<file path="src/verilog/loader_link_pkg.sv">
// Constants and types shared by the serial loader link front end.
`default_nettype none
package loader_link_pkg;

	// ==========================================================================
	// Byte values.
	localparam logic [7:0] SYNC_BYTE = 8'h55;
	localparam logic [7:0] ACK_BYTE = 8'hcc;
	localparam logic [7:0] NAK_BYTE = 8'h33;
	localparam logic [7:0] ZERO_BYTE = 8'h00;

	// ==========================================================================
	// Framing and timing counts.
	localparam int DATA_BITS = 8;
	// Two sync bytes hold ten falling edges: five in each frame, at the start bit
	// and at the four zero data bits, bits 1, 3, 5 and 7.
	localparam int SYNC_FALL_EDGES = 10;
	// Bit times spanned between first and last counted falling edge.
	localparam int SYNC_SPAN_BITS = 18;
	// Minimum clocks per bit: async divisor floor from the clock/16 ceiling.
	localparam int MIN_CLKS_PER_BIT = 16;
	localparam int DIV_W = 16;

	// Port lock state.
	typedef enum logic [1:0] {LOCK_NONE, LOCK_ASYNC, LOCK_SYNC} lock_e;

endpackage
`default_nettype wire

</file>
<file path="src/verilog/byte_stream_if.sv">
// Byte stream carrier between the link front end and its shift engine.
`timescale 1ns/1ps
`default_nettype none
interface byte_stream_if;
	logic [7:0] data; // Byte value.
	logic valid; // Byte present.
	modport src (output data, output valid);
	modport dst (input data, input valid);
endinterface
`default_nettype wire

</file>
<file path="src/verilog/serial_flash_loader_link.sv">
// Port selection, async baud detection and framing for the serial loader.
`timescale 1ns/1ps
`default_nettype none
module serial_flash_loader_link
	import loader_link_pkg::*;
(
	// Clock and reset (crystal clock, no PLL).
	input wire logic clock_i,
	input wire logic rst_n_i,
	// Asynchronous port pins.
	input wire logic async_rx_i,
	output logic async_tx_o,
	// Synchronous port pins.
	input wire logic sclk_i,
	input wire logic sel_n_i,
	input wire logic mosi_i,
	output logic miso_o,
	output logic miso_oe_n_o,
	// Received payload bytes (zeros dropped).
	output logic [7:0] rx_data_o,
	output logic rx_valid_o,
	// Outgoing byte request from the packet engine.
	input wire logic [7:0] tx_data_i,
	input wire logic tx_valid_i,
	output logic tx_ready_o,
	// Packet verdict: pulse to send acknowledge or negative acknowledge.
	input wire logic verdict_valid_i,
	input wire logic verdict_good_i,
	// Status.
	output logic baud_locked_o,
	output logic [1:0] port_o,
	output logic [DIV_W-1:0] divisor_o
);

	// ==========================================================================
	// Pin input filtering: three flops, change taken when stages two and three agree.
	logic [2:0] rx_sh_reg, sck_sh_reg, sel_sh_reg, mosi_sh_reg;
	logic rx_f_reg, sck_f_reg, sel_f_reg, mosi_f_reg;

	// Shift each pin through three flops; stages two and three feed the agreement filter.
	always_ff @(posedge clock_i or negedge rst_n_i)
	begin
		if (!rst_n_i)
		begin
			rx_sh_reg <= 3'h7;
			sck_sh_reg <= 3'h7;
			sel_sh_reg <= 3'h7;
			mosi_sh_reg <= 3'h0;
			rx_f_reg <= 1'b1;
			sck_f_reg <= 1'b1;
			sel_f_reg <= 1'b1;
			mosi_f_reg <= 1'b0;
		end
		else
		begin
			rx_sh_reg <= {rx_sh_reg[1:0], async_rx_i};
			sck_sh_reg <= {sck_sh_reg[1:0], sclk_i};
			sel_sh_reg <= {sel_sh_reg[1:0], sel_n_i};
			mosi_sh_reg <= {mosi_sh_reg[1:0], mosi_i};
			if (rx_sh_reg[1] == rx_sh_reg[2])
				rx_f_reg <= rx_sh_reg[2];
			if (sck_sh_reg[1] == sck_sh_reg[2])
				sck_f_reg <= sck_sh_reg[2];
			if (sel_sh_reg[1] == sel_sh_reg[2])
				sel_f_reg <= sel_sh_reg[2];
			if (mosi_sh_reg[1] == mosi_sh_reg[2])
				mosi_f_reg <= mosi_sh_reg[2];
		end
	end

	// ==========================================================================
	// Port lock.
	lock_e lock_reg;
	logic rx_prev_reg;
	wire rx_fall = rx_prev_reg & ~rx_f_reg;

	// ==========================================================================
	// Baud detection: count clocks between first and tenth falling edge of the sync pattern.
	logic [3:0] edge_cnt_reg;
	logic [DIV_W+4:0] span_reg;
	logic [DIV_W-1:0] div_reg;
	logic locked_reg;
	logic detect_done;
	logic [DIV_W-1:0] new_div;

	// Rounded clocks per bit from the span of 18 bit times.
	always_comb
	begin
		new_div = DIV_W'((span_reg + (SYNC_SPAN_BITS / 2)) / SYNC_SPAN_BITS);
		detect_done = !locked_reg && (lock_reg != LOCK_SYNC) && rx_fall
			&& edge_cnt_reg == 4'(SYNC_FALL_EDGES - 1);
	end

	// Timed against the crystal clock directly.
	always_ff @(posedge clock_i or negedge rst_n_i)
	begin
		if (!rst_n_i)
		begin
			rx_prev_reg <= 1'b1;
			edge_cnt_reg <= 4'h0;
			span_reg <= '0;
			div_reg <= '0;
			locked_reg <= 1'b0;
		end
		else
		begin
			rx_prev_reg <= rx_f_reg;
			if (!locked_reg && lock_reg != LOCK_SYNC)
			begin
				if (edge_cnt_reg != 4'h0)
					span_reg <= span_reg + 1'b1;
				if (detect_done)
				begin
					// Divisor below 16 would exceed the port's ceiling: retry.
					if (new_div >= DIV_W'(MIN_CLKS_PER_BIT))
					begin
						div_reg <= new_div;
						locked_reg <= 1'b1;
					end
					edge_cnt_reg <= 4'h0;
					span_reg <= '0;
				end
				else if (rx_fall)
					edge_cnt_reg <= edge_cnt_reg + 4'h1;
			end
		end
	end

	// ==========================================================================
	// Async receiver: 8N1 at the detected divisor.
	logic [DIV_W-1:0] rcnt_reg;
	logic [3:0] rbit_reg;
	logic [7:0] rshift_reg;
	logic rbusy_reg;
	logic [7:0] arx_reg;
	logic arx_valid_reg;

	// Start on falling edge, sample mid-bit, check stop bit.
	always_ff @(posedge clock_i or negedge rst_n_i)
	begin
		if (!rst_n_i)
		begin
			rcnt_reg <= '0;
			rbit_reg <= 4'h0;
			rshift_reg <= 8'h00;
			rbusy_reg <= 1'b0;
			arx_reg <= 8'h00;
			arx_valid_reg <= 1'b0;
		end
		else
		begin
			arx_valid_reg <= 1'b0;
			if (!rbusy_reg)
			begin
				// Only once baud is known and async port owns the link.
				if (locked_reg && lock_reg == LOCK_ASYNC && rx_fall)
				begin
					rbusy_reg <= 1'b1;
					rbit_reg <= 4'h0;
					rcnt_reg <= div_reg >> 1;
				end
			end
			else if (rcnt_reg != '0)
				rcnt_reg <= rcnt_reg - 1'b1;
			else
			begin
				rcnt_reg <= div_reg - 1'b1;
				rbit_reg <= rbit_reg + 4'h1;
				if (rbit_reg == 4'h0 && rx_f_reg)
					rbusy_reg <= 1'b0; // False start.
				else if (rbit_reg >= 4'h1 && rbit_reg <= 4'(DATA_BITS))
					rshift_reg <= {rx_f_reg, rshift_reg[7:1]};
				else if (rbit_reg == 4'(DATA_BITS + 1))
				begin
					rbusy_reg <= 1'b0;
					arx_reg <= rshift_reg;
					arx_valid_reg <= rx_f_reg; // Framing error drops byte.
				end
			end
		end
	end

	// ==========================================================================
	// Synchronous slave.
	byte_stream_if srx ();
	logic [7:0] sync_tx_reg;
	sync_port_slave u_sync (
		.clock_i(clock_i),
		.rst_n_i(rst_n_i),
		.sclk_i(sck_f_reg),
		.sel_n_i(sel_f_reg),
		.mosi_i(mosi_f_reg),
		.enable_i(lock_reg != LOCK_ASYNC),
		.tx_byte_i(sync_tx_reg),
		.miso_o(miso_o),
		.miso_oe_n_o(miso_oe_n_o),
		.rx(srx)
	);

	// First valid traffic picks the port; held until reset.
	always_ff @(posedge clock_i or negedge rst_n_i)
	begin
		if (!rst_n_i)
			lock_reg <= LOCK_NONE;
		else if (lock_reg == LOCK_NONE)
		begin
			if (detect_done && new_div >= DIV_W'(MIN_CLKS_PER_BIT))
				lock_reg <= LOCK_ASYNC;
			else if (srx.valid && srx.data != ZERO_BYTE)
				lock_reg <= LOCK_SYNC;
		end
	end

	// ==========================================================================
	// Merge receive streams, dropping zero padding.
	always_ff @(posedge clock_i or negedge rst_n_i)
	begin
		if (!rst_n_i)
		begin
			rx_data_o <= 8'h00;
			rx_valid_o <= 1'b0;
		end
		else
		begin
			rx_valid_o <= 1'b0;
			if (lock_reg == LOCK_ASYNC && arx_valid_reg && arx_reg != ZERO_BYTE)
			begin
				rx_data_o <= arx_reg;
				rx_valid_o <= 1'b1;
			end
			else if (lock_reg != LOCK_ASYNC && srx.valid && srx.data != ZERO_BYTE)
			begin
				rx_data_o <= srx.data;
				rx_valid_o <= 1'b1;
			end
		end
	end

	// ==========================================================================
	// Transmit: detection reply, verdicts and packet bytes.
	logic [DIV_W-1:0] tcnt_reg;
	logic [3:0] tbit_reg;
	logic [9:0] tframe_reg;
	logic tbusy_reg;
	logic reply_pend_reg;
	logic [7:0] pend_byte_reg;
	logic pend_reg;

	// Queue one byte: baud reply beats verdict beats packet data.
	always_ff @(posedge clock_i or negedge rst_n_i)
	begin
		if (!rst_n_i)
		begin
			pend_reg <= 1'b0;
			pend_byte_reg <= 8'h00;
			reply_pend_reg <= 1'b0;
		end
		else
		begin
			if (detect_done && new_div >= DIV_W'(MIN_CLKS_PER_BIT)
				&& lock_reg != LOCK_SYNC)
				reply_pend_reg <= 1'b1;
			if (!pend_reg)
			begin
				if (reply_pend_reg)
				begin
					pend_byte_reg <= ACK_BYTE;
					pend_reg <= 1'b1;
					reply_pend_reg <= 1'b0;
				end
				else if (verdict_valid_i)
				begin
					pend_byte_reg <= verdict_good_i ? ACK_BYTE : NAK_BYTE;
					pend_reg <= 1'b1;
				end
				else if (tx_valid_i)
				begin
					pend_byte_reg <= tx_data_i;
					pend_reg <= 1'b1;
				end
			end
			else if (lock_reg == LOCK_ASYNC ? !tbusy_reg : srx.valid)
				pend_reg <= 1'b0;
		end
	end

	assign tx_ready_o = !pend_reg && !reply_pend_reg && !verdict_valid_i;

	// Async shifter and synchronous reply byte (zeros when idle).
	always_ff @(posedge clock_i or negedge rst_n_i)
	begin
		if (!rst_n_i)
		begin
			tcnt_reg <= '0;
			tbit_reg <= 4'h0;
			tframe_reg <= 10'h3ff;
			tbusy_reg <= 1'b0;
			sync_tx_reg <= 8'h00;
		end
		else
		begin
			if (srx.valid)
				sync_tx_reg <= (pend_reg && lock_reg != LOCK_ASYNC) ? pend_byte_reg : ZERO_BYTE;
			if (!tbusy_reg)
			begin
				if (pend_reg && lock_reg == LOCK_ASYNC)
				begin
					tframe_reg <= {1'b1, pend_byte_reg, 1'b0};
					tbusy_reg <= 1'b1;
					tbit_reg <= 4'h0;
					tcnt_reg <= div_reg - 1'b1;
				end
			end
			else if (tcnt_reg != '0)
				tcnt_reg <= tcnt_reg - 1'b1;
			else
			begin
				tcnt_reg <= div_reg - 1'b1;
				tframe_reg <= {1'b1, tframe_reg[9:1]};
				tbit_reg <= tbit_reg + 4'h1;
				if (tbit_reg == 4'(DATA_BITS + 1))
					tbusy_reg <= 1'b0;
			end
		end
	end

	assign async_tx_o = tframe_reg[0];
	assign baud_locked_o = locked_reg;
	assign port_o = lock_reg;
	assign divisor_o = div_reg;

	// ==========================================================================
	// Checks.
	AST_LOCK_HOLDS: assert property (@(posedge clock_i) disable iff (!rst_n_i)
		lock_reg != LOCK_NONE |=> lock_reg == $past(lock_reg))
		else $error("port lock changed");
	AST_DIV_FLOOR: assert property (@(posedge clock_i) disable iff (!rst_n_i)
		locked_reg |-> div_reg >= DIV_W'(MIN_CLKS_PER_BIT))
		else $error("divisor below sixteen");
	AST_REPLY_QUEUED: assert property (@(posedge clock_i) disable iff (!rst_n_i)
		$rose(locked_reg) |-> reply_pend_reg)
		else $error("no reply after detection");
	AST_NO_ZERO_OUT: assert property (@(posedge clock_i) disable iff (!rst_n_i)
		rx_valid_o |-> rx_data_o != 8'h00)
		else $error("zero byte passed");
	AST_NAK_VALUE: assert property (@(posedge clock_i) disable iff (!rst_n_i)
		(!pend_reg && !reply_pend_reg && verdict_valid_i && !verdict_good_i)
		|=> pend_byte_reg == NAK_BYTE)
		else $error("bad negative acknowledge");
	AST_STOP_BIT: assert property (@(posedge clock_i) disable iff (!rst_n_i)
		!tbusy_reg |-> async_tx_o)
		else $error("line not idle high");
	AST_SYNC_MUTE: assert property (@(posedge clock_i) disable iff (!rst_n_i)
		lock_reg == LOCK_ASYNC |-> miso_oe_n_o)
		else $error("sync port driven while async locked");
	AST_DIV_STABLE: assert property (@(posedge clock_i) disable iff (!rst_n_i)
		locked_reg |=> div_reg == $past(div_reg))
		else $error("divisor changed after lock");

endmodule
`default_nettype wire

</file>
<file path="src/verilog/sync_port_slave.sv">
// Synchronous serial slave, clock phase 1 and polarity 1, oversampled.
`timescale 1ns/1ps
`default_nettype none
module sync_port_slave
	import loader_link_pkg::*;
(
	// Clock and reset.
	input wire logic clock_i,
	input wire logic rst_n_i,
	// Filtered pins and port enable.
	input wire logic sclk_i,
	input wire logic sel_n_i,
	input wire logic mosi_i,
	input wire logic enable_i,
	// Byte to send next.
	input wire logic [7:0] tx_byte_i,
	// Pin outputs.
	output logic miso_o,
	output logic miso_oe_n_o,
	// Received bytes.
	byte_stream_if.src rx
);

	// ==========================================================================
	// Edge detection on the already filtered serial clock.
	logic sclk_reg;
	logic [2:0] bit_reg;
	logic [7:0] shift_reg;
	logic [7:0] out_reg;
	logic [7:0] rx_reg;
	logic rx_valid_reg;
	wire fall = sclk_reg & ~sclk_i;
	wire rise = ~sclk_reg & sclk_i;
	wire act = enable_i & ~sel_n_i;

	// Phase 1, polarity 1: data changes on falling edge, sampled on rising.
	always_ff @(posedge clock_i or negedge rst_n_i)
	begin
		if (!rst_n_i)
		begin
			sclk_reg <= 1'b1;
			bit_reg <= 3'h0;
			shift_reg <= 8'h00;
			out_reg <= 8'h00;
			rx_reg <= 8'h00;
			rx_valid_reg <= 1'b0;
		end
		else
		begin
			sclk_reg <= sclk_i;
			rx_valid_reg <= 1'b0;
			if (!act)
			begin
				// Deselected: restart the byte and preload the reply.
				bit_reg <= 3'h0;
				out_reg <= tx_byte_i;
			end
			else if (fall && bit_reg == 3'h0)
				out_reg <= tx_byte_i;
			else if (fall)
				out_reg <= {out_reg[6:0], 1'b0};
			else if (rise)
			begin
				shift_reg <= {shift_reg[6:0], mosi_i};
				bit_reg <= bit_reg + 3'h1;
				if (bit_reg == 3'h7)
				begin
					rx_reg <= {shift_reg[6:0], mosi_i};
					rx_valid_reg <= 1'b1;
				end
			end
		end
	end

	// Master supplies the clock; slave only drives data when selected.
	assign miso_o = out_reg[7];
	assign miso_oe_n_o = ~act;
	assign rx.data = rx_reg;
	assign rx.valid = rx_valid_reg;

	// Valid only pulses for a single cycle.
	AST_RX_PULSE: assert property (@(posedge clock_i) disable iff (!rst_n_i)
		rx.valid |=> !rx.valid) else $error("sync rx valid held");

endmodule
`default_nettype wire

</file>
<file path="config.mk">
export PLATFORM = sky130hd
export DESIGN_NAME = serial_flash_loader_link
export DESIGN_NICKNAME = d
export VERILOG_FILES = /design/src/verilog/loader_link_pkg.sv /design/src/verilog/byte_stream_if.sv /design/src/verilog/serial_flash_loader_link.sv /design/src/verilog/sync_port_slave.sv
export SDC_FILE = /design/constraint.sdc
export NUM_CORES = 1
export LEC_CHECK = 0
export BUFFER_PORTS_ARGS = -buffer_cell sky130_fd_sc_hd__buf_4
export CORE_MARGIN = 2
export CORE_UTILIZATION = 55
export CTS_CLUSTER_SIZE = 28
export DETAILED_ROUTE_END_ITERATION = 8
export HOLD_SLACK_MARGIN = 0.05
export PLACE_DENSITY = 0.86
export SETUP_SLACK_MARGIN = 0.3
export SYNTH_ARGS = -nofsm -noshare
export SYNTH_HDL_FRONTEND = slang
export SYNTH_SLANG_ARGS = --single-unit
</file>
<file path="constraint.sdc">
create_clock -name clock_i -period 8.7 [get_ports clock_i]
set_input_delay 1.74 -clock clock_i [delete_from_list [all_inputs] [get_ports clock_i]]
set_output_delay 1.74 -clock clock_i [all_outputs]
set_load 0.1 [all_outputs]
</file>
==> qor.yml <==
post-route-period-util_pct: 105
grt_max_degree: 69
crit_end: "divisor_o[0]$_DFFE_PN0P_"
syn_area_per_cell_sq_um: 9.07
firstDrtPassIters: 7
synth_cell_type_count: 109
fillers: 1406
ant_nets: 0
clock_latency_ps: 460
grt_pass1_vias: 11500
num-nets-final: 1506
path_class: "register to register"
place.detailed.hpwl_um: 22000
ys.flop_type: "dfrtp_1"
core_sq_mm: 0.0216
reg2reg_from: "span_reg[0]$_DFFE_PN0P_"
fin_tns_setup_ps: -603
yosysTopAreaCellShare_pct: 33.5
syn_area_sq_mm: 0.0120
setup_viol: 2
crit_path_end_kind: "register"
fin_ws_ps: -412
leakagePower_nw: 6.68
r2r_setup_slack_ps: -410
cts.reportedPaths.clkPinSlew_ps: 80
hold_path.class: "register to register"
max_stage_delay_ps: 580
via_count: 12000
grt.total_usage_pct: 29.5
drive_gt1_share_pct: 32.0
crit_top_cell: "buf_4"
hold_viol_final: 0
crit_start: "span_reg[0]$_DFFE_PN0P_"
yosysSeqAreaShare_pct: 38.5
grt_pass1_wl_um: 57000
die-height_um: 152
min_from: "sel_sh_reg[0]$_DFF_PN1_"
cts_hold_buf: 0
synth_edf_count: 0
root_buffer: "clkbuf_16"
violations: "capacitance limit, slew limit, setup timing"
wire_per_inst_um: 21.9
rsz0062_at_grt: "yes"
critPathArrivalTime_ps: 9450
maxCapViolCount: 1
die_area_sq_mm: 0.0231
cts_sinks: 184
powerDensity_mw_per_mm2: 153
start_util_pct: 55.6
largest_reg_flops: 21
num_antenna_cells: 0
synthTopCellsByArea: "dfrtp_1, dfstp_2, o21ai_0"
ys_warn_count: 0
die_w_um: 152
cts_buffer_depth: 2
port_buffers: 48
finClkSkew_ps: 13.4
yosysTopAreaCell: "dfrtp_1"
ys_async_sr_fraction_pct: 100
hold-worst-slack_ps: 358
fin_crit_ps: 9110
slew_headroom_pct: -8.58
grt_overflow: 0
drv_slew: 10
ys_ff_latch: 184
reg2reg_to: "divisor_o[0]$_DFFE_PN0P_"
crit_slowest_cell: "or4_4"
drtIter0Drc: 1347
place_congestion: 0.936
ios: 49
wl_um: 38700
status: "complete, but fails checks"
numCtsBuffers: 17
irDropWorstVdd_mv: 0.120
cts_tree: "built"
crit_required_ps: 9040
vias_per_cell: 6.82
reg2reg_depth: 37
fmax_mhz: 110
antenna_found_initial: 0
syn_inst: 1326
holdPathStages: 0
start_kind: "register"
synth_nets: 1361
crit_fanout: 8
tightest_slew_ps: 1620
rows: 54
drc: 0
htreeDepth: 4
areaGrowthSynthToFinish_pct: 26.6
[worst min path at each step]
stage	slack (ps)	to
global placement	350	sck_sh_reg[1]$_DFF_PN1_
detailed placement	350	sel_sh_reg[1]$_DFF_PN1_
CTS	350	sel_sh_reg[1]$_DFF_PN1_
finish	360	sel_sh_reg[1]$_DFF_PN1_
global route	360	sel_sh_reg[1]$_DFF_PN1_
floorplan	330	mosi_sh_reg[1]$_DFF_PN0_
[logic make-up (layout without fill, tap and decap cells)]
family | after synthesis | count (layout) | synth area share (%)
buffers and inverters | 90 | 247 | 3.25
DFF | 184 | 184 | 38.5
muxes | 87 | 87 | 7.79
adders and majority gates | 23 | 23 | 2.29
and+or+nand+nor | 482 | 483 | 20.3
AOI/OAI and AO/OA | 392 | 392 | 22.9
xor gates and xnor gates | 68 | 68 | 4.95
[critical path: cells and delay by family, from the launching register on]
kind / cells / cell delay [ps]
compound gates: 17 / 4140
simple gates: 9 / 2360
buf+inv: 8 / 1350
fa+ha+maj: 2 / 520
flops: 1 / 390
mux: 1 / 210
[repair_timing]
item,CTS,global route
endpoints found under the setup margin,2,3
resized for setup,116,72
gates cloned,1,1
pin swaps,63,52
buffers inserted,39,31
[placed cells by master, fill, tap and decap left out, types with 10 or more instances in the layout]
| cell | instances |
|---|---|
| dfrtp_1 | 155 |
| o21ai_0 | 110 |
| o22ai_1 | 12 |
| mux2_2 | 42 |
| and3_1 | 12 |
| nor4_1 | 19 |
| mux2i_1 | 33 |
| nand3_1 | 38 |
| ha_1 | 17 |
| buf_4 | 169 |
| dfstp_2 | 23 |
| xnor2_1 | 29 |
| nor2_1 | 101 |
| a31oi_1 | 11 |
| o211ai_1 | 23 |
| clkbuf_16 | 17 |
| inv_1 | 28 |
| a21oi_1 | 49 |
| nand2_1 | 145 |
| or3_1 | 10 |
| a21o_1 | 12 |
| nand4_1 | 10 |
| nor3_1 | 34 |
| xor2_1 | 38 |
| buf_6 | 13 |
[area by class of cell]
type | count | area (sq um) | area share, %
clock buffers | 17 | 425 | 2.79
flip-flops and latches | 184 | 4640 | 30.5
multi-input cells | 1053 | 7970 | 52.3
well taps | 280 | 350 | 2.30
repair buffers | 187 | 1520 | 10.0
clock inverters | 15 | 211 | 1.39
inverters | 28 | 105 | 0.690
[power breakdown]
group          internal (mW)  switching [mW]  total [mW]
Combinational          0.212           0.333       0.546
Clock                  0.399           0.420       0.819
Sequential             0.907          0.0531       0.960
Total                   1.52           0.807        2.32
[cells in the mapped netlist (12+ instances only)]
cell and instances:
o22ai_1 18, a21oi_1 58, ha_1 18, a31oi_1 12
o211ai_1 23, xnor2_1 30, xor2_1 38, or3_1 12
a211oi_1 14, and3_1 16, nor2_1 107, dfrtp_1 161
nor3_1 40, mux2_2 46, inv_1 28, nor4_1 23
nand2_1 147, o21ai_0 114, nand3_1 40, a21o_1 12
dfstp_2 23, clkbuf_1 39, mux2i_1 39, and2_1 13
[metal layers]
layer	wire length, um	global-route usage [%]
met3	3100	5.08
met5	0	0
met1	14500	35.9
met4	2130	13.8
met2	19000	51.1
[metrics by stage]
stage               utilization, %  std cells  total power [mW]  area [sq um]  worst slack [ps]
global route                  70.4       1764              2.40         15200              -732
CTS                           67.5       1732              2.27         14600               298
global placement              60.3       1660              1.41         13000              58.6
finish                        70.4       1764              2.32         15200              -412
detailed placement            60.3       1660              1.43         13000              -136
floorplan                        -       1326              1.30         12100               333
Note: power is estimated with default switching activity, not from simulation.
